[config.mk]
export PLATFORM = sky130hd
export DESIGN_NAME = i2c_master_bus_collision_arbiter
export DESIGN_NICKNAME = d
export VERILOG_FILES = /design/src/core/bit_rate_counter.v /design/src/core/i2c_master_bus_collision_arbiter.v
export VERILOG_INCLUDE_DIRS = /design/src /design/src/core
export SDC_FILE = /design/constraint.sdc
export NUM_CORES = 1
export LEC_CHECK = 0
export BUFFER_PORTS_ARGS = -buffer_cell sky130_fd_sc_hd__buf_4
export CAP_MARGIN = 20
export CORE_ASPECT_RATIO = 0.8
export CORE_MARGIN = 8
export CORE_UTILIZATION = 45
export DETAILED_ROUTE_END_ITERATION = 6
export GPL_TIMING_DRIVEN = 0
export PLACE_DENSITY_LB_ADDON = 0.12
export RECOVER_POWER = 25
export SYNTH_ARGS = -nofsm -noshare
export SYNTH_HDL_FRONTEND = slang
export SYNTH_HIERARCHICAL = 1
export SYNTH_SLANG_ARGS = --single-unit
[constraint.sdc]
create_clock -name pclk -period 4.6 [get_ports pclk]
set_input_delay 0.69 -clock pclk [delete_from_list [all_inputs] [get_ports pclk]]
set_output_delay 0.69 -clock pclk [all_outputs]
set_load 0.05 [all_outputs]
[src/core/i2c_arb_map.vh]
// register offsets, field positions and reset values of the arbiter port
`ifndef I2C_ARB_MAP_VH
`define I2C_ARB_MAP_VH
// register byte offsets
`define OFS_CTRL      8'h00
`define OFS_STAT      8'h04
`define OFS_RATE      8'h08
`define OFS_BUF       8'h0c
// sequence control register fields
`define CTRL_EN       0
`define CTRL_START    1
`define CTRL_RSTART   2
`define CTRL_STOP     3
`define CTRL_ACK      4
`define CTRL_ACKDT    5
// port status register fields
`define STAT_BCOL     0
`define STAT_EVT      1
`define STAT_BF       2
`define STAT_SSEEN    3
`define STAT_PSEEN    4
`define STAT_BUSY     5
`define STAT_ACKSTAT  6
`define STAT_SDA      7
`define STAT_SCL      8
// reset values
`define RATE_RST      7'h09
`define BUF_RST       8'h00
`endif

[src/core/bit_rate_counter.v]
// reloadable countdown that marks the end of one bit-rate period
`timescale 1ns/1ps
`default_nettype none
module bit_rate_counter #(
   parameter W = 7
) (
   input  wire         pclk,
   input  wire         presetn,
   input  wire         load,
   input  wire         run,
   input  wire [W-1:0] reload,
   output wire         expire
);
   reg [W-1:0] cnt_q;

   // load wins, count only while running, park at zero
   always @(posedge pclk or negedge presetn)
   begin
      if (!presetn)
         cnt_q <= {W{1'b0}};
      else if (load)
         cnt_q <= reload;
      else if (run && (cnt_q != {W{1'b0}}))
         cnt_q <= cnt_q - {{(W-1){1'b0}}, 1'b1};
   end

   // stale count is masked in the load cycle
   assign expire = run & ~load & (cnt_q == {W{1'b0}});
endmodule // bit_rate_counter
`default_nettype wire

[src/core/i2c_master_bus_collision_arbiter.v]
// two-wire master port with bus collision detection and arbitration
// Notes on behaviour
// - released data read low is collision
// - collision sets flag, port goes idle
// - byte collision: stop, clear full, release
// - sequence collision: abort, release, clear enable
// - after collision, stop on bus sets event
// - buffer write restarts at first bit
// - start with a low line collides
// - start counts; low clock collides
// - early data low: reset count, drive
// - drive data, recount, then drive clock
// - repeated start: release, count, check data
// - data falling early is no collision
// - clock falling early collides in restart
// - restart: drive data, count, drive clock
// - stop: release clock, count, check data
// - clock low during stop collides
// - counter waits for clock really high
// - seen bits clear on reset, disable
//
// Decided for this implementation: register access over APB and the register offsets.
`timescale 1ns/1ps
`default_nettype none
`include "i2c_arb_map.vh"
module i2c_master_bus_collision_arbiter (
   input  wire        pclk,
   input  wire        presetn,
   input  wire        psel,
   input  wire        penable,
   input  wire        pwrite,
   input  wire [7:0]  paddr,
   input  wire [31:0] pwdata,
   output reg  [31:0] prdata,
   output reg         pready,
   output reg         pslverr,
   input  wire        scl_i,
   output reg         scl_o,
   output reg         scl_oe,
   input  wire        sda_i,
   output reg         sda_o,
   output reg         sda_oe
);
   localparam [4:0] IDLE    = 5'h00;
   localparam [4:0] ST_CHK  = 5'h01;
   localparam [4:0] ST_W1   = 5'h02;
   localparam [4:0] ST_W2   = 5'h03;
   localparam [4:0] RS_SDA  = 5'h04;
   localparam [4:0] RS_SCL  = 5'h05;
   localparam [4:0] RS_W1   = 5'h06;
   localparam [4:0] RS_W2   = 5'h07;
   localparam [4:0] SP_LOW  = 5'h08;
   localparam [4:0] SP_SCL  = 5'h09;
   localparam [4:0] SP_W1   = 5'h0a;
   localparam [4:0] SP_W2   = 5'h0b;
   localparam [4:0] TX_LOW  = 5'h0c;
   localparam [4:0] TX_REL  = 5'h0d;
   localparam [4:0] TX_HIGH = 5'h0e;
   localparam [4:0] AK_LOW  = 5'h0f;
   localparam [4:0] AK_REL  = 5'h10;
   localparam [4:0] AK_HIGH = 5'h11;

   reg  [4:0] state_q;
   reg  [6:0] rate_q;
   reg  [7:0] shift_q;
   reg  [7:0] buf_q;
   reg  [3:0] bit_cnt_q;
   reg        en_q;
   reg        start_en_q;
   reg        rstart_en_q;
   reg        stop_en_q;
   reg        ack_en_q;
   reg        ack_data_q;
   reg        bcol_q;
   reg        evt_q;
   reg        buf_full_q;
   reg        ack_stat_q;
   reg        start_seen_q;
   reg        stop_seen_q;
   reg        ld_q;
   reg        scl_s1;
   reg        scl_s2;
   reg        scl_s3;
   reg        sda_s1;
   reg        sda_s2;
   reg        sda_s3;
   reg [31:0] rd_val;
   reg        mapped;
   wire       expire;
   wire       run;
   wire       wr_acc;
   wire       bus_start;
   wire       bus_stop;

   // pin synchronisers, third stage only for edge detection
   always @(posedge pclk or negedge presetn)
   begin
      if (!presetn)
      begin
         scl_s1 <= 1'b1;
         scl_s2 <= 1'b1;
         scl_s3 <= 1'b1;
         sda_s1 <= 1'b1;
         sda_s2 <= 1'b1;
         sda_s3 <= 1'b1;
      end
      else
      begin
         scl_s1 <= scl_i;
         scl_s2 <= scl_s1;
         scl_s3 <= scl_s2;
         sda_s1 <= sda_i;
         sda_s2 <= sda_s1;
         sda_s3 <= sda_s2;
      end
   end

   // start and stop conditions seen on the bus
   assign bus_start = scl_s2 & scl_s3 & sda_s3 & ~sda_s2;
   assign bus_stop  = scl_s2 & scl_s3 & ~sda_s3 & sda_s2;

   // counting states; release states keep the counter parked
   assign run = (state_q == ST_W1) | (state_q == ST_W2) |
                (state_q == RS_SDA) | (state_q == RS_W1) |
                (state_q == RS_W2) | (state_q == SP_W1) |
                (state_q == SP_W2) | (state_q == TX_LOW) |
                (state_q == TX_HIGH) | (state_q == AK_LOW) |
                (state_q == AK_HIGH);

   bit_rate_counter #(
      .W (7)
   ) u_bit_rate_counter (
      .pclk    (pclk),
      .presetn (presetn),
      .load    (ld_q),
      .run     (run),
      .reload  (rate_q),
      .expire  (expire)
   );

   // write takes effect in the access cycle that shows pready
   assign wr_acc = psel & penable & pwrite & pready;

   // read value and address decode
   always @*
   begin
      rd_val = 32'h0000_0000;
      mapped = 1'b1;
      case (paddr)
         `OFS_CTRL:
         begin
            rd_val[`CTRL_EN]     = en_q;
            rd_val[`CTRL_START]  = start_en_q;
            rd_val[`CTRL_RSTART] = rstart_en_q;
            rd_val[`CTRL_STOP]   = stop_en_q;
            rd_val[`CTRL_ACK]    = ack_en_q;
            rd_val[`CTRL_ACKDT]  = ack_data_q;
         end
         `OFS_STAT:
         begin
            rd_val[`STAT_BCOL]    = bcol_q;
            rd_val[`STAT_EVT]     = evt_q;
            rd_val[`STAT_BF]      = buf_full_q;
            rd_val[`STAT_SSEEN]   = start_seen_q;
            rd_val[`STAT_PSEEN]   = stop_seen_q;
            rd_val[`STAT_BUSY]    = (state_q != IDLE);
            rd_val[`STAT_ACKSTAT] = ack_stat_q;
            rd_val[`STAT_SDA]     = sda_s2;
            rd_val[`STAT_SCL]     = scl_s2;
         end
         `OFS_RATE: rd_val[6:0] = rate_q;
         `OFS_BUF:  rd_val[7:0] = buf_q;
         default:   mapped = 1'b0;
      endcase
   end

   // apb answer: ready in the first access cycle
   always @(posedge pclk or negedge presetn)
   begin
      if (!presetn)
      begin
         pready  <= 1'b0;
         pslverr <= 1'b0;
         prdata  <= 32'h0000_0000;
         scl_o   <= 1'b0;
         sda_o   <= 1'b0;
      end
      else
      begin
         pready  <= psel & ~penable;
         pslverr <= psel & ~penable & ~mapped;
         prdata  <= (psel & ~penable & ~pwrite) ? rd_val : 32'h0000_0000;
         scl_o   <= 1'b0; // open drain: only ever pulls low
         sda_o   <= 1'b0;
      end
   end

   // collision: flag, release lines, clear sequence bits, go idle
   task abort;
   begin
      bcol_q      <= 1'b1;
      state_q     <= IDLE;
      scl_oe      <= 1'b0;
      sda_oe      <= 1'b0;
      buf_full_q  <= 1'b0;
      start_en_q  <= 1'b0;
      rstart_en_q <= 1'b0;
      stop_en_q   <= 1'b0;
      ack_en_q    <= 1'b0;
   end
   endtask

   // register writes and the port sequencer
   always @(posedge pclk or negedge presetn)
   begin
      if (!presetn)
      begin
         state_q      <= IDLE;
         rate_q       <= `RATE_RST;
         shift_q      <= 8'h00;
         buf_q        <= `BUF_RST;
         bit_cnt_q    <= 4'h0;
         en_q         <= 1'b0;
         start_en_q   <= 1'b0;
         rstart_en_q  <= 1'b0;
         stop_en_q    <= 1'b0;
         ack_en_q     <= 1'b0;
         ack_data_q   <= 1'b0;
         bcol_q       <= 1'b0;
         evt_q        <= 1'b0;
         buf_full_q   <= 1'b0;
         ack_stat_q   <= 1'b0;
         start_seen_q <= 1'b0;
         stop_seen_q  <= 1'b0;
         ld_q         <= 1'b0;
         scl_oe       <= 1'b0;
         sda_oe       <= 1'b0;
      end
      else
      begin
         ld_q <= 1'b0;
         // software clears; later hardware sets win in the same cycle
         if (wr_acc && paddr == `OFS_STAT)
         begin
            if (pwdata[`STAT_BCOL])
               bcol_q <= 1'b0;
            if (pwdata[`STAT_EVT])
               evt_q <= 1'b0;
         end
         if (wr_acc && paddr == `OFS_RATE)
            rate_q <= pwdata[6:0];
         // sequence bits accepted only while idle
         if (wr_acc && paddr == `OFS_CTRL)
         begin
            en_q       <= pwdata[`CTRL_EN];
            ack_data_q <= pwdata[`CTRL_ACKDT];
            if (state_q == IDLE)
            begin
               start_en_q  <= pwdata[`CTRL_START];
               rstart_en_q <= pwdata[`CTRL_RSTART];
               stop_en_q   <= pwdata[`CTRL_STOP];
               ack_en_q    <= pwdata[`CTRL_ACK];
            end
         end
         // bus conditions keep being watched, also after a collision
         if (bus_start)
         begin
            start_seen_q <= 1'b1;
            stop_seen_q  <= 1'b0;
         end
         if (bus_stop)
         begin
            stop_seen_q  <= 1'b1;
            start_seen_q <= 1'b0;
            evt_q        <= 1'b1;
         end
         if (!en_q)
         begin
            state_q      <= IDLE;
            scl_oe       <= 1'b0;
            sda_oe       <= 1'b0;
            start_seen_q <= 1'b0;
            stop_seen_q  <= 1'b0;
            start_en_q   <= 1'b0;
            rstart_en_q  <= 1'b0;
            stop_en_q    <= 1'b0;
            ack_en_q     <= 1'b0;
         end
         else
         begin
            case (state_q)
               IDLE:
               begin
                  if (start_en_q)
                  begin
                     scl_oe  <= 1'b0;
                     sda_oe  <= 1'b0;
                     state_q <= ST_CHK;
                  end
                  else if (rstart_en_q)
                  begin
                     sda_oe  <= 1'b0;
                     ld_q    <= 1'b1;
                     state_q <= RS_SDA;
                  end
                  else if (stop_en_q)
                  begin
                     sda_oe  <= 1'b1;
                     state_q <= SP_LOW;
                  end
                  else if (ack_en_q)
                  begin
                     scl_oe  <= 1'b1;
                     sda_oe  <= ~ack_data_q;
                     ld_q    <= 1'b1;
                     state_q <= AK_LOW;
                  end
                  else if (wr_acc && paddr == `OFS_BUF)
                  begin
                     buf_q      <= pwdata[7:0];
                     shift_q    <= pwdata[7:0];
                     bit_cnt_q  <= 4'h0;
                     buf_full_q <= 1'b1;
                     scl_oe     <= 1'b1;
                     sda_oe     <= ~pwdata[7];
                     ld_q       <= 1'b1;
                     state_q    <= TX_LOW;
                  end
               end
               ST_CHK:
               begin
                  if (!sda_s2 || !scl_s2)
                     abort;
                  else
                  begin
                     ld_q    <= 1'b1;
                     state_q <= ST_W1;
                  end
               end
               ST_W1:
               begin
                  if (!sda_s2)
                  begin
                     ld_q    <= 1'b1;
                     sda_oe  <= 1'b1;
                     state_q <= ST_W2;
                  end
                  else if (!scl_s2)
                     abort;
                  else if (expire)
                  begin
                     sda_oe  <= 1'b1;
                     ld_q    <= 1'b1;
                     state_q <= ST_W2;
                  end
               end
               ST_W2:
               begin
                  // low clock here is not a collision
                  if (expire)
                  begin
                     scl_oe     <= 1'b1;
                     start_en_q <= 1'b0;
                     evt_q      <= 1'b1;
                     state_q    <= IDLE;
                  end
               end
               RS_SDA:
               begin
                  if (expire)
                  begin
                     scl_oe  <= 1'b0;
                     state_q <= RS_SCL;
                  end
               end
               RS_SCL:
               begin
                  if (scl_s2)
                  begin
                     if (!sda_s2)
                        abort;
                     else
                     begin
                        ld_q    <= 1'b1;
                        state_q <= RS_W1;
                     end
                  end
               end
               RS_W1:
               begin
                  // another master pulling data low early is tolerated
                  if (!scl_s2)
                     abort;
                  else if (expire)
                  begin
                     sda_oe  <= 1'b1;
                     ld_q    <= 1'b1;
                     state_q <= RS_W2;
                  end
               end
               RS_W2:
               begin
                  if (expire)
                  begin
                     scl_oe      <= 1'b1;
                     rstart_en_q <= 1'b0;
                     evt_q       <= 1'b1;
                     state_q     <= IDLE;
                  end
               end
               SP_LOW:
               begin
                  if (!sda_s2)
                  begin
                     scl_oe  <= 1'b0;
                     state_q <= SP_SCL;
                  end
               end
               SP_SCL:
               begin
                  if (scl_s2)
                  begin
                     ld_q    <= 1'b1;
                     state_q <= SP_W1;
                  end
               end
               SP_W1:
               begin
                  if (!scl_s2)
                     abort;
                  else if (expire)
                  begin
                     sda_oe  <= 1'b0;
                     ld_q    <= 1'b1;
                     state_q <= SP_W2;
                  end
               end
               SP_W2:
               begin
                  if (expire)
                  begin
                     if (!sda_s2)
                        abort;
                     else
                     begin
                        stop_en_q <= 1'b0;
                        evt_q     <= 1'b1;
                        state_q   <= IDLE;
                     end
                  end
               end
               TX_LOW:
               begin
                  if (expire)
                  begin
                     scl_oe  <= 1'b0;
                     state_q <= TX_REL;
                  end
               end
               TX_REL:
               begin
                  if (scl_s2)
                  begin
                     ld_q    <= 1'b1;
                     state_q <= TX_HIGH;
                  end
               end
               TX_HIGH:
               begin
                  if (!sda_oe && !sda_s2 && bit_cnt_q != 4'h8)
                     abort;
                  else if (expire)
                  begin
                     scl_oe <= 1'b1;
                     if (bit_cnt_q == 4'h8)
                     begin
                        ack_stat_q <= sda_s2;
                        buf_full_q <= 1'b0;
                        evt_q      <= 1'b1;
                        sda_oe     <= 1'b0;
                        state_q    <= IDLE;
                     end
                     else
                     begin
                        shift_q   <= {shift_q[6:0], 1'b0};
                        bit_cnt_q <= bit_cnt_q + 4'h1;
                        // ninth bit releases data for the answer
                        sda_oe    <= (bit_cnt_q == 4'h7) ? 1'b0 :
                                     ~shift_q[6];
                        ld_q      <= 1'b1;
                        state_q   <= TX_LOW;
                     end
                  end
               end
               AK_LOW:
               begin
                  if (expire)
                  begin
                     scl_oe  <= 1'b0;
                     state_q <= AK_REL;
                  end
               end
               AK_REL:
               begin
                  if (scl_s2)
                  begin
                     ld_q    <= 1'b1;
                     state_q <= AK_HIGH;
                  end
               end
               AK_HIGH:
               begin
                  if (!sda_oe && !sda_s2)
                     abort;
                  else if (expire)
                  begin
                     scl_oe   <= 1'b1;
                     ack_en_q <= 1'b0;
                     evt_q    <= 1'b1;
                     state_q  <= IDLE;
                  end
               end
               default:
                  state_q <= IDLE;
            endcase
         end
      end
   end
endmodule // i2c_master_bus_collision_arbiter
`default_nettype wire
==> results of run 1 <==
-- synth_stat cells (7+ instances only) --
| cell type | number | area [um2] |
|---|---|---|
| sky130_fd_sc_hd__buf_4 | 26 | 195 |
| sky130_fd_sc_hd__nand3_1 | 12 | 60.1 |
| sky130_fd_sc_hd__mux2i_1 | 13 | 130 |
| sky130_fd_sc_hd__dfstp_2 | 8 | 210 |
| sky130_fd_sc_hd__o31ai_1 | 7 | 52.6 |
| sky130_fd_sc_hd__nor2_1 | 28 | 105 |
| sky130_fd_sc_hd__dfrtp_1 | 62 | 1550 |
| sky130_fd_sc_hd__nor2b_1 | 13 | 81.3 |
| sky130_fd_sc_hd__nand2b_1 | 8 | 50.1 |
| sky130_fd_sc_hd__o21ai_0 | 40 | 200 |
| sky130_fd_sc_hd__inv_1 | 13 | 48.8 |
| sky130_fd_sc_hd__buf_1 | 7 | 26.3 |
| sky130_fd_sc_hd__a31oi_1 | 10 | 62.6 |
| sky130_fd_sc_hd__mux2_2 | 18 | 203 |
| sky130_fd_sc_hd__nand2_1 | 55 | 206 |
| sky130_fd_sc_hd__a21oi_1 | 25 | 125 |
| sky130_fd_sc_hd__nor3_1 | 15 | 75.1 |
| sky130_fd_sc_hd__clkbuf_1 | 24 | 90.1 |
-- cell usage in the layout, fill, tap and decap left out, types with 8 or more instances in the layout --
cell type,n
sky130_fd_sc_hd__nand2b_1,8
sky130_fd_sc_hd__nor2_1,28
sky130_fd_sc_hd__clkbuf_16,9
sky130_fd_sc_hd__clkbuf_1,25
sky130_fd_sc_hd__nor3_1,15
sky130_fd_sc_hd__mux2_2,18
sky130_fd_sc_hd__inv_1,13
sky130_fd_sc_hd__a31oi_1,10
sky130_fd_sc_hd__nand2_1,55
sky130_fd_sc_hd__mux2i_1,13
sky130_fd_sc_hd__dfrtp_1,62
sky130_fd_sc_hd__nor2b_1,13
sky130_fd_sc_hd__buf_4,55
sky130_fd_sc_hd__nand3_1,12
sky130_fd_sc_hd__o21ai_0,39
sky130_fd_sc_hd__a21oi_1,25
sky130_fd_sc_hd__conb_1,25
-- registers in the layout (all words and copies together) (netlist names), 4 cells and up --
register,flops
prdata,9
buf_q,8
u_bit_rate_counter/cnt_q,7
rate_q,7
bit_cnt_q,4
state_q,5
shift_q,7
-- path summary, 6_finish.rpt --
| path | slack, ns | end | cells past startpoint | from |
|---|---|---|---|---|
| max in group asynchronous | 0.91 | buf_q[2] | 1 | presetn |
| hold reg to reg | 0.35 | sda_s2 | 0 | sda_s1 |
| min in group asynchronous | 1.60 | state_q[2] | 1 | presetn |
| setup reg to reg | 0.22 | buf_full_q | 13 | state_q[1] |
| hold / removal | 0.35 | sda_s2 | 0 | sda_s1 |
| setup / recovery | 0.22 | buf_full_q | 13 | state_q[1] |
-- cell type report --
class                           count  area (um2)
Buffer                             62         343
Clock buffer                        9         225
Clock inverter                      7        56.3
Fill cell                         950        4740
Inverter                           17        63.8
Multi-Input combinational cell    393        2580
Sequential cell                    70        1760
Tap cell                          140         175
Timing Repair Buffer               34         249
-- critical path: stages (launching register included) --
cell and delay, ns:
sky130_fd_sc_hd__dfrtp_1 0.44, sky130_fd_sc_hd__clkbuf_1 0.39, sky130_fd_sc_hd__clkbuf_1 0.42, sky130_fd_sc_hd__buf_1 0.47, sky130_fd_sc_hd__a21oi_1 0.10, sky130_fd_sc_hd__o21ai_1 0.40, sky130_fd_sc_hd__inv_1 0.11, sky130_fd_sc_hd__nor3_1 0.25
sky130_fd_sc_hd__buf_2 0.31, sky130_fd_sc_hd__clkbuf_1 0.45, sky130_fd_sc_hd__nand2_1 0.11, sky130_fd_sc_hd__a211oi_1 0.47, sky130_fd_sc_hd__a21oi_1 0.13, sky130_fd_sc_hd__a31o_2 0.22
-- repair_timing --
item | 4_1_cts | 5_1_grt
setup endpoints to repair | 0 | 2
hold buffers | 0 | 0
gates resized for setup | 0 | 1
-- layer usage --
| metal | routed length, um | up-vias |
|---|---|---|
| met5 | 0 | - |
| li1 | - | 2009 |
| met2 | 6280 | 217 |
| met4 | 248 | 0 |
| met1 | 6910 | 2157 |
| met3 | 1280 | 29 |
-- logic make-up after synthesis --
| logic type | synth area share |
|---|---|
| AND/OR/NAND/NOR | 0.212 |
| AO/OA/AOI/OAI | 0.211 |
| buffers and inverters | 0.0870 |
| flip-flops | 0.377 |
| multiplexers | 0.100 |
| adder cells (fa/ha/maj) | 0.0107 |
| other | 0.000802 |
| XOR/XNOR | 0.00187 |
-- per-stage QoR --
stage               total power, W  cell area (um2)
floorplan                  0.00186             4760
global placement           0.00223             5190
detailed placement         0.00224             5190
CTS                        0.00290             5470
global route               0.00310             5450
finish                     0.00293             5450
-- power by group through the flow --
stage,logic (W),registers (W),clock network [W]
after global placement,0.00140,0.000831,0
final,0.00145,0.000830,0.000655
after CTS,0.00141,0.000827,0.000665
after global routing,0.00155,0.000847,0.000703
after floorplan,0.00102,0.000839,0
after detailed placement,0.00140,0.000838,0
==> impl_results.rst, run 1 <==
.. list-table::
   :header-rows: 1

   * - Metric
     - Value
   * - Clk Latency, worst-skew pair
     - 0.34 ns
   * - First-pass GRT wire length
     - around 23000 um
   * - TritonCTS clock tree
     - done
   * - Via count of the first global-routing pass
     - 4187
   * - Signal arrival time at the worst endpoint
     - 4.61 ns
   * - Number of violations of the max-capacitance limit
     - 1
   * - Floorplan row count
     - 33
   * - PD cells
     - 538 nW/um2
   * - Non-filler instance count after layout
     - 732
   * - Most used DFF post-synth
     - sky130_fd_sc_hd__dfrtp_1
   * - Sw power
     - 0.00131 W
   * - Portion of the clock cycle consumed by the worst path in the final layout
     - 0.953
   * - Outcome
     - finished with violations
   * - Number of violations reported at the end of detailed-routing iteration 0
     - 445
   * - Average wire per standard cell
     - between 20 and 25 um
   * - Unrepaired setup endpoints after global routing
     - false
   * - Detail Placement HPWL
     - 11200 um
   * - Number of buffers inserted by post-CTS setup repair
     - 0
   * - Maximum number of pins on one net before global-route repair
     - a little over 70
   * - CORE AREA
     - 10200 um2
   * - Combinational Power Share
     - 0.494
   * - Number of search-and-repair iterations in the first detailed-routing pass
     - 6
   * - Number of warning messages in the yosys log
     - 6
   * - Peak supply drop
     - ~0.30 mV
   * - Tmin final
     - roughly 4.4 ns
   * - Count of final hold-check violations
     - 0
   * - Diodes inserted
     - 0
   * - Num CTS Buffers
     - 9
   * - Num ports
     - 85
   * - Via total after detailed routing
     - 4412
   * - Area growth, synth to finish
     - 16.7%
   * - Clock Sinks
     - 70
   * - Clock Path Buffers
     - 2
   * - Number of distinct standard cells referenced by the synthesized netlist
     - 80
   * - Share of flip-flops with an asynchronous set or reset after synthesis
     - 1.00
   * - Height of the chip
     - 107 um
   * - Fraction of layout instances using a drive strength above 1
     - 0.216
   * - Sequential share of the synthesized area
     - 0.377
   * - Final total negative setup slack
     - 0 ns
   * - Part of the total power dissipated in sequential elements
     - 0.283
   * - Net switching fraction of the power
     - 0.447
   * - Max Freq
     - between 200 and 250 MHz
   * - Met3 usage
     - 0.0456
   * - Setup WS post-layout
     - 0.216 ns
   * - RePlAce Congestion
     - 0.934
   * - Worst Max-Slew Pin Slew
     - 3.67 ns
   * - EDFF count, synth
     - 0
   * - Effective utilization at floorplan
     - 0.458
   * - Crit path launch type
     - flip-flop
   * - Final setup skew
     - about 0.0063 ns
   * - Violations in the final reports
     - max-capacitance violations, max-slew violations
   * - Post-detailed-routing wire length
     - 14700 um
   * - Met1 layer usage reported by global route
     - 0.323
   * - Maximum level of the CTS H-tree
     - 3
   * - Clock share of power
     - 0.223
   * - Die W
     - 130 um
   * - GR Layer Usage met2
     - 0.305
   * - Finish-stage setup viols
     - 0
   * - Internal power consumption
     - 0.00162 W
   * - Number of antenna violations at the first check in global routing
     - 0
   * - Antenna Violating Nets Remaining
     - 0
   * - Global-route usage over all layers
     - 0.216
   * - Mapped cell area
     - 4670 um2
   * - Fin nets
     - about 640
   * - Worst hold path type
     - flip-flop to flip-flop
   * - Leakage component of the power
     - about 2.3 nW
   * - Slew Limit Headroom
     - -1.44
   * - Element type at the critical path end
     - flip-flop
   * - CP required
     - ~4.8 ns
   * - Remaining design rule violation count
     - 0
   * - Instance count of the mapped netlist
     - 518
   * - Most Crowded Layer GR
     - met1
   * - Type of the setup path with the least slack
     - flip-flop to flip-flop
   * - Sum of overflow across all layers after global routing
     - 0
   * - Mean instance size in the synthesized netlist
     - 9.02 um2
   * - Share of the core filled with cells
     - 0.535
   * - Count of state elements after synthesis
     - 70
   * - Biggest fanout along the worst timing path
     - 10
   * - Via density per instance
     - 6.03
   * - Instance count after placement with tap cells included
     - 715
   * - Die area
     - 13900 um2
   * - Clock-pin slew of the registers on the worst-case setup and hold paths
     - around 0.06 ns
   * - Worst hold margin
     - ~0.35 ns
   * - Number of pins exceeding their max-slew limit in the final report
     - 71
   * - Number of buffers added on ports
     - 33
   * - Clock tree root driver cell
     - sky130_fd_sc_hd__clkbuf_16
   * - Pre-CTS setup slack
     - 0.235 ns
Power figures use the tool's default switching activity.
==> run 2: changes to the inputs <==
Settings changed: ABC_AREA set to 1.
==> run 2 against run 1 <==
  * The flow finishes with violations (design-rule violations, max-capacitance violations, max-slew violations)
  * Cell area rose by 1.5%
  * Worst setup slack improved by 0.58 ns
  * Non-clock buffer count fell by 22
  * Flip-flop and latch count did not move
  * Critical path depth rose by 4
  * Global-route usage rose by 0.68 points
  * Area after synthesis rose by 1.2%
  * Hold slack improved by 0.010 ns
  * First-iteration DRC count rose by 26%
  * Synthesized cell count rose by 36%
  * Clock skew barely moved
  * Maximum frequency rose by 15%
  * Critical path type unchanged
==> impl_results.rst, run 2 <==
.. list-table::
   :header-rows: 1

   * - Metric
     - Value
   * - Worst hold path type
     - flip-flop to flip-flop
   * - Worst hold margin
     - 0.362 ns
   * - Largest area contributor in the synthesized netlist
     - sky130_fd_sc_hd__dfrtp_1
   * - Via density per instance
     - 5.35
   * - Most used DFF post-synth
     - sky130_fd_sc_hd__dfrtp_1
   * - Diodes inserted
     - 0
   * - Num CTS Buffers
     - 9
   * - WHS Path Cells
     - 0
   * - Worst reg-to-reg path cell count
     - 17
   * - Slew Limit Headroom
     - -0.165
   * - Maximum number of pins on one net before global-route repair
     - 71
   * - Violations in the final reports
     - design-rule violations, max-capacitance violations, max-slew violations
   * - Area growth, synth to finish
     - 17.1%
   * - Clock Path Buffers
     - 2
   * - Stages on the worst setup path
     - 17
   * - Number of pins exceeding their max-slew limit in the final report
     - 71
   * - Non-filler instance count after layout
     - 918
   * - Synth cell count leaders
     - 229 x sky130_fd_sc_hd__nand2_1, 77 x sky130_fd_sc_hd__nor2_1, 71 x sky130_fd_sc_hd__inv_1
   * - Via total after detailed routing
     - 4913
   * - Main area contributors after synthesis
     - sky130_fd_sc_hd__dfrtp_1 33%, sky130_fd_sc_hd__nand2_1 18%, sky130_fd_sc_hd__nand3_1 6.1%
   * - Share of flip-flops with an asynchronous set or reset after synthesis
     - 1.00
   * - Total placed instance area
     - 5260 um2
   * - Leakage component of the power
     - ~2.9 nW
   * - Average wire per standard cell
     - 16.9 um
   * - Type of the setup path with the least slack
     - flip-flop to flip-flop
   * - Worst-path cell with the longest stage delay
     - sky130_fd_sc_hd__dfrtp_1
   * - Most frequently used cell type in the post-synthesis netlist
     - sky130_fd_sc_hd__nand2_1
   * - Outcome
     - finished with violations
   * - Final setup skew
     - ~0.0060 ns
   * - Count of hold-fix buffers inserted at cts
     - 0
   * - CORE AREA
     - 10200 um2
   * - Number of warning messages in the yosys log
     - 6
   * - Area share of the largest cell type after synthesis
     - 0.328
   * - Unrepaired setup endpoints after global routing
     - false
   * - Cts repair resizes
     - 0
   * - RePlAce Congestion
     - between 0.9 and 1
   * - Biggest registers after layout
     - prdata (9), buf_q (8)
   * - Final total negative setup slack
     - 0 ns
   * - PD cells
     - 553 nW/um2
   * - Worst Max-Slew Pin Slew
     - roughly 1.7 ns
   * - Finish-stage setup viols
     - 0
   * - Mapped cell area
     - about 4700 um2
   * - Maximum level of the CTS H-tree
     - 3
   * - Number of violations reported at the end of detailed-routing iteration 0
     - 561
   * - Effective utilization at floorplan
     - 0.462
   * - Detail Placement HPWL
     - 12200 um
   * - Via count of the first global-routing pass
     - roughly 4500
   * - Gate family responsible for the most delay along the worst path
     - buffers and inverters
   * - Floorplan row count
     - 33
   * - Global-route usage over all layers
     - 0.223
   * - TritonCTS clock tree
     - done
   * - Number of violations of the max-capacitance limit
     - 1
   * - Sequential share of the synthesized area
     - 0.373
   * - Remaining design rule violation count
     - 2
   * - Post-detailed-routing wire length
     - 15500 um
   * - Height of the chip
     - 108 um
   * - Count of state elements after synthesis
     - 70
   * - Portion of the clock cycle consumed by the worst path in the final layout
     - 0.826
   * - Sum of overflow across all layers after global routing
     - 0
   * - Biggest cell delay along the critical path
     - 0.47 ns
   * - Element type at the critical path end
     - flip-flop
   * - First-pass GRT wire length
     - 24000 um
   * - Tmin final
     - 3.80 ns
   * - Buffers and inverters on the worst path
     - 7
   * - Number of buffers inserted by post-CTS setup repair
     - 0
   * - Number of distinct standard cells referenced by the synthesized netlist
     - 40
   * - Most frequent cell on the critical path
     - sky130_fd_sc_hd__inv_1
   * - Num ports
     - 85
   * - Crit path launch type
     - flip-flop
   * - Clock tree root driver cell
     - sky130_fd_sc_hd__clkbuf_16
   * - Number of buffers added on ports
     - 35
   * - Number of search-and-repair iterations in the first detailed-routing pass
     - 7
   * - Max reg flops
     - 9
   * - Clock Sinks
     - 70
   * - Fin nets
     - slightly above 800
   * - Count of final hold-check violations
     - 0
   * - Number of antenna violations at the first check in global routing
     - 0
   * - Area of all placed cells without fillers
     - 5540 um2
   * - Max Freq
     - 263 MHz
   * - Die W
     - 131 um
   * - EDFF count, synth
     - 0
   * - Signal arrival time at the worst endpoint
     - 4.06 ns
   * - Mean instance size in the synthesized netlist
     - 6.73 um2
   * - Register name with the most flops
     - prdata
   * - CP cell instances
     - inv_1 > nand2_1 > a21oi_1 > inv_1 > o2111ai_1 > nand2_1 > nor2_1 > clkbuf_1 > inv_1 > o21ai_0 > nand2_1 > inv_1 > nand2_2 > inv_1 > buf_4 > nand3_1 > o21ai_0
   * - CP required
     - 4.86 ns
   * - Antenna Violating Nets Remaining
     - 0
   * - Instance count after placement with tap cells included
     - 902
   * - Clk Latency, worst-skew pair
     - approximately 0.34 ns
   * - Die area
     - 14100 um2
   * - Instance count of the mapped netlist
     - 703
   * - Fraction of layout instances using a drive strength above 1
     - 0.143
   * - Reg-to-reg setup timing slack
     - 0.80 ns
   * - Clock-pin slew of the registers on the worst-case setup and hold paths
     - 0.06 ns
   * - Most frequent standard cell in the layout excluding fill and tap cells
     - sky130_fd_sc_hd__nand2_1
   * - Biggest fanout along the worst timing path
     - 10
   * - Most used cells in the layout excluding fill and tap cells
     - 229 x sky130_fd_sc_hd__nand2_1, 77 x sky130_fd_sc_hd__nor2_1, 71 x sky130_fd_sc_hd__inv_1, 62 x sky130_fd_sc_hd__dfrtp_1
   * - Peak supply drop
     - 0.267 mV
run 2: area by class of cell:
type / count / area (um2)
Tap cell: 140 / 175
Timing Repair Buffer: 35 / 260
Sequential cell: 70 / 1760
Fill cell: 1065 / 4700
Clock inverter: 5 / 41.3
Buffer: 39 / 267
Clock buffer: 11 / 243
Multi-Input combinational cell: 543 / 2510
Inverter: 75 / 284
run 2: logic make-up after synthesis:
logic type | share of synthesized area
and+or+nand+nor | 0.382
buffers and inverters | 0.116
AOI/OAI and AO/OA | 0.114
DFF | 0.373
xor gates and xnor gates | 0.00371
other | 0.000793
adders and majority gates | 0.0106
run 2: path summary, 6_finish.rpt:
path,from,end
max in group asynchronous,presetn,state_q[4]
min,sda_s1,sda_s2
max,state_q[3],bit_cnt_q[0]
min reg2reg,sda_s1,sda_s2
max reg2reg,state_q[3],bit_cnt_q[0]
min in group asynchronous,presetn,shift_q[4]
run 2: report_power, final:
part / leakage, nW / switching, W / total, W / internal (W)
Combinational: 1.85 / 0.00108 / 0.00157 / 0.000489
Sequential: 0.900 / 0.000106 / 0.000835 / 0.000729
Clock: 0.133 / 0.000276 / 0.000662 / 0.000385
Total: 2.88 / 0.00146 / 0.00306 / 0.00160
run 2: stage by stage:
step	utilization	power, W	setup WS (ns)
floorplan	-	0.00196	2.01
global placement	0.513	0.00236	0.928
finish	0.541	0.00306	0.799
CTS	0.541	0.00305	0.861
detailed placement	0.513	0.00237	0.885
global route	0.541	0.00328	0.558
run 2: per-layer routing:
layer	global-route usage	up-vias	share of wire
li1	-	2361	-
met1	0.340	2298	0.48
met2	0.311	225	0.41
met3	0.0455	29	0.099
met4	0.0482	0	0.015
met5	0	-	0
==> run 3: changes to the inputs <==
Clock period 4.6 ns to 3.38 ns, I/O delays scaled along.
==> run 3 against run 2 <==
  * The run ends with max-capacitance violations, max-slew violations left
  * Die area unchanged
  * Maximum frequency grew 20%
  * Cell count increased by 0.33%
  * Critical path type unchanged
==> impl_results.rst, run 3 (synthesis results as in run 2) <==
.. list-table::
   :header-rows: 1

   * - Metric
     - Value
   * - Outcome
     - finished with violations
   * - Violations in the final reports
     - max-capacitance violations, max-slew violations
   * - Max reg flops
     - 9
   * - Overall Power
     - 0.00421 W
   * - WHS Path Cells
     - 1
   * - Worst-path cell with the longest stage delay
     - sky130_fd_sc_hd__dfrtp_1
   * - Pre-CTS setup slack
     - -0.335 ns
   * - Tmin final
     - 3.18 ns
   * - CP required
     - 3.59 ns
   * - Share of the core filled with cells
     - 0.545
   * - Signal arrival time at the worst endpoint
     - 3.39 ns
   * - Count of final hold-check violations
     - 0
   * - PD cells
     - 754 nW/um2
   * - Crit path launch type
     - flip-flop
   * - Total area of multi-input combinational cells
     - 2520 um2
   * - Finish-stage setup viols
     - 0
   * - First-pass GRT wire length
     - 24000 um
   * - Unrepaired setup endpoints after global routing
     - false
   * - Most frequent standard cell in the layout excluding fill and tap cells
     - sky130_fd_sc_hd__nand2_1
   * - Worst reg-to-reg path cell count
     - 17
   * - Gate family responsible for the most delay along the worst path
     - simple AND/OR/NAND/NOR gates
   * - Via total after detailed routing
     - 4887
   * - Number of search-and-repair iterations in the first detailed-routing pass
     - 6
   * - Setup WS post-layout
     - 0.200 ns
   * - Biggest cell delay along the critical path
     - 0.49 ns
   * - Biggest fanout along the worst timing path
     - 9
   * - Biggest registers after layout
     - prdata (9), buf_q (8)
   * - Global-route usage over all layers
     - 0.223
   * - Sequential standard cell area
     - roughly 1800 um2
   * - Fin nets
     - 827
   * - Register name with the most flops
     - prdata
   * - Buffers and inverters on the worst path
     - 2
   * - Max Freq
     - ~310 MHz
   * - Number of pins exceeding their max-slew limit in the final report
     - 71
   * - Clock tree root driver cell
     - sky130_fd_sc_hd__clkbuf_16
   * - Final total negative setup slack
     - 0 ns
   * - Number of buffers added on ports
     - 35
   * - Peak supply drop
     - around 0.36 mV
   * - RePlAce Congestion
     - about 0.96
   * - Maximum level of the CTS H-tree
     - 3
   * - Slew Limit Headroom
     - -0.166
   * - Number of violations reported at the end of detailed-routing iteration 0
     - 582
   * - Height of the chip
     - between 100 and 150 um
   * - Remaining design rule violation count
     - 0
   * - Count of hold-fix buffers inserted at cts
     - 0
   * - Worst hold margin
     - 0.275 ns
   * - CORE AREA
     - 10200 um2
   * - Num CTS Buffers
     - 9
   * - Leakage component of the power
     - 2.90 nW
   * - Maximum number of pins on one net before global-route repair
     - ~70
   * - Portion of the clock cycle consumed by the worst path in the final layout
     - 0.941
   * - Filler cells
     - 1061
   * - Most used cells in the layout excluding fill and tap cells
     - 229 x sky130_fd_sc_hd__nand2_1, 75 x sky130_fd_sc_hd__nor2_1, 70 x sky130_fd_sc_hd__inv_1, 62 x sky130_fd_sc_hd__dfrtp_1, 61 x sky130_fd_sc_hd__buf_4
   * - Floorplan row count
     - 33
   * - Sum of overflow across all layers after global routing
     - 0
   * - CP cell instances
     - inv_2 > nand2_1 > nor2_1 > nand2_1 > nand2_1 > nor3b_1 > o2111ai_2 > nand2_1 > nor2_1 > clkbuf_4 > nor2_2 > nand2_1 > and2_1 > nand3_1 > nor2_2 > nand2_1 > o21ai_0
   * - Detail Placement HPWL
     - 12200 um
   * - TritonCTS clock tree
     - done
   * - Antenna Violating Nets Remaining
     - 0
   * - Die area
     - approximately 14000 um2
   * - Number of antenna violations at the first check in global routing
     - 0
   * - Diodes inserted
     - 0
   * - Effective utilization at floorplan
     - 0.462
   * - Fraction of layout instances using a drive strength above 1
     - 0.154
   * - Worst Max-Slew Pin Slew
     - 1.75 ns
   * - Num ports
     - 85
   * - Most frequent cell on the critical path
     - sky130_fd_sc_hd__nand2_1
   * - Type of the setup path with the least slack
     - flip-flop to flip-flop
   * - Post-detailed-routing wire length
     - about 16000 um
   * - Clock Sinks
     - 70
   * - Clk Latency, worst-skew pair
     - 0.34 ns
   * - Via density per instance
     - 5.31
   * - Via count of the first global-routing pass
     - 4497
   * - Clock-pin slew of the registers on the worst-case setup and hold paths
     - about 0.06 ns
   * - Element type at the critical path end
     - flip-flop
   * - Worst hold path type
     - input pin to flip-flop
   * - Average wire per standard cell
     - 16.9 um
   * - Area growth, synth to finish
     - 18.1%
   * - Die W
     - 131 um
   * - Number of violations of the max-capacitance limit
     - 1
   * - Final setup skew
     - 0.00484 ns
   * - Clock Path Buffers
     - 2
   * - Stages on the worst setup path
     - 17
==> run 3: where the power goes <==
part	internal (W)	total, W	switching (W)
Clock	0.000525	0.000903	0.000379
Sequential	0.000991	0.00114	0.000145
Combinational	0.000686	0.00217	0.00148
Total	0.00220	0.00421	0.00201
==> run 3: metrics by stage <==
step	std cells	cell area, um2
final	921	5580
after global routing	921	5580
after CTS	918	5550
after detailed placement	902	5260
after global placement	902	5260
after floorplan	727	4820
==> run 3: final timing paths <==
path | from | slack [ns] | endpoint
hold reg to reg | sda_s1 | 0.36 | sda_s2
setup reg to reg | state_q[4] | 0.20 | state_q[4]
max in group asynchronous | presetn | 1.71 | state_q[4]
hold / removal | sda_i | 0.27 | sda_s1
setup / recovery | state_q[4] | 0.20 | state_q[4]
min in group asynchronous | presetn | 0.63 | shift_q[4]
==> run 3: layer usage <==
| metal | global-route usage | share of wire | routed length [um] | vias to the layer above |
|---|---|---|---|---|
| met2 | 0.314 | 0.41 | 6420 | 232 |
| li1 | - | - | - | 2365 |
| met3 | 0.0460 | 0.11 | 1660 | 14 |
| met4 | 0.0433 | 0.0073 | 114 | 0 |
| met5 | 0 | 0 | 0 | - |
| met1 | 0.339 | 0.47 | 7380 | 2276 |
==> run 3: area by class of cell <==
type	count	share of cell area
Timing Repair Buffer	38	0.0506
Buffer	39	0.0484
Tap cell	140	0.0314
Clock inverter	5	0.00740
Sequential cell	70	0.316
Multi-Input combinational cell	543	0.452
Clock buffer	11	0.0435
Inverter	75	0.0515
==> run 3: what timing repair did <==
action,in CTS,in global routing
endpoints found under the setup margin,23,19
gates resized for setup,2,6
setup buffers,0,3
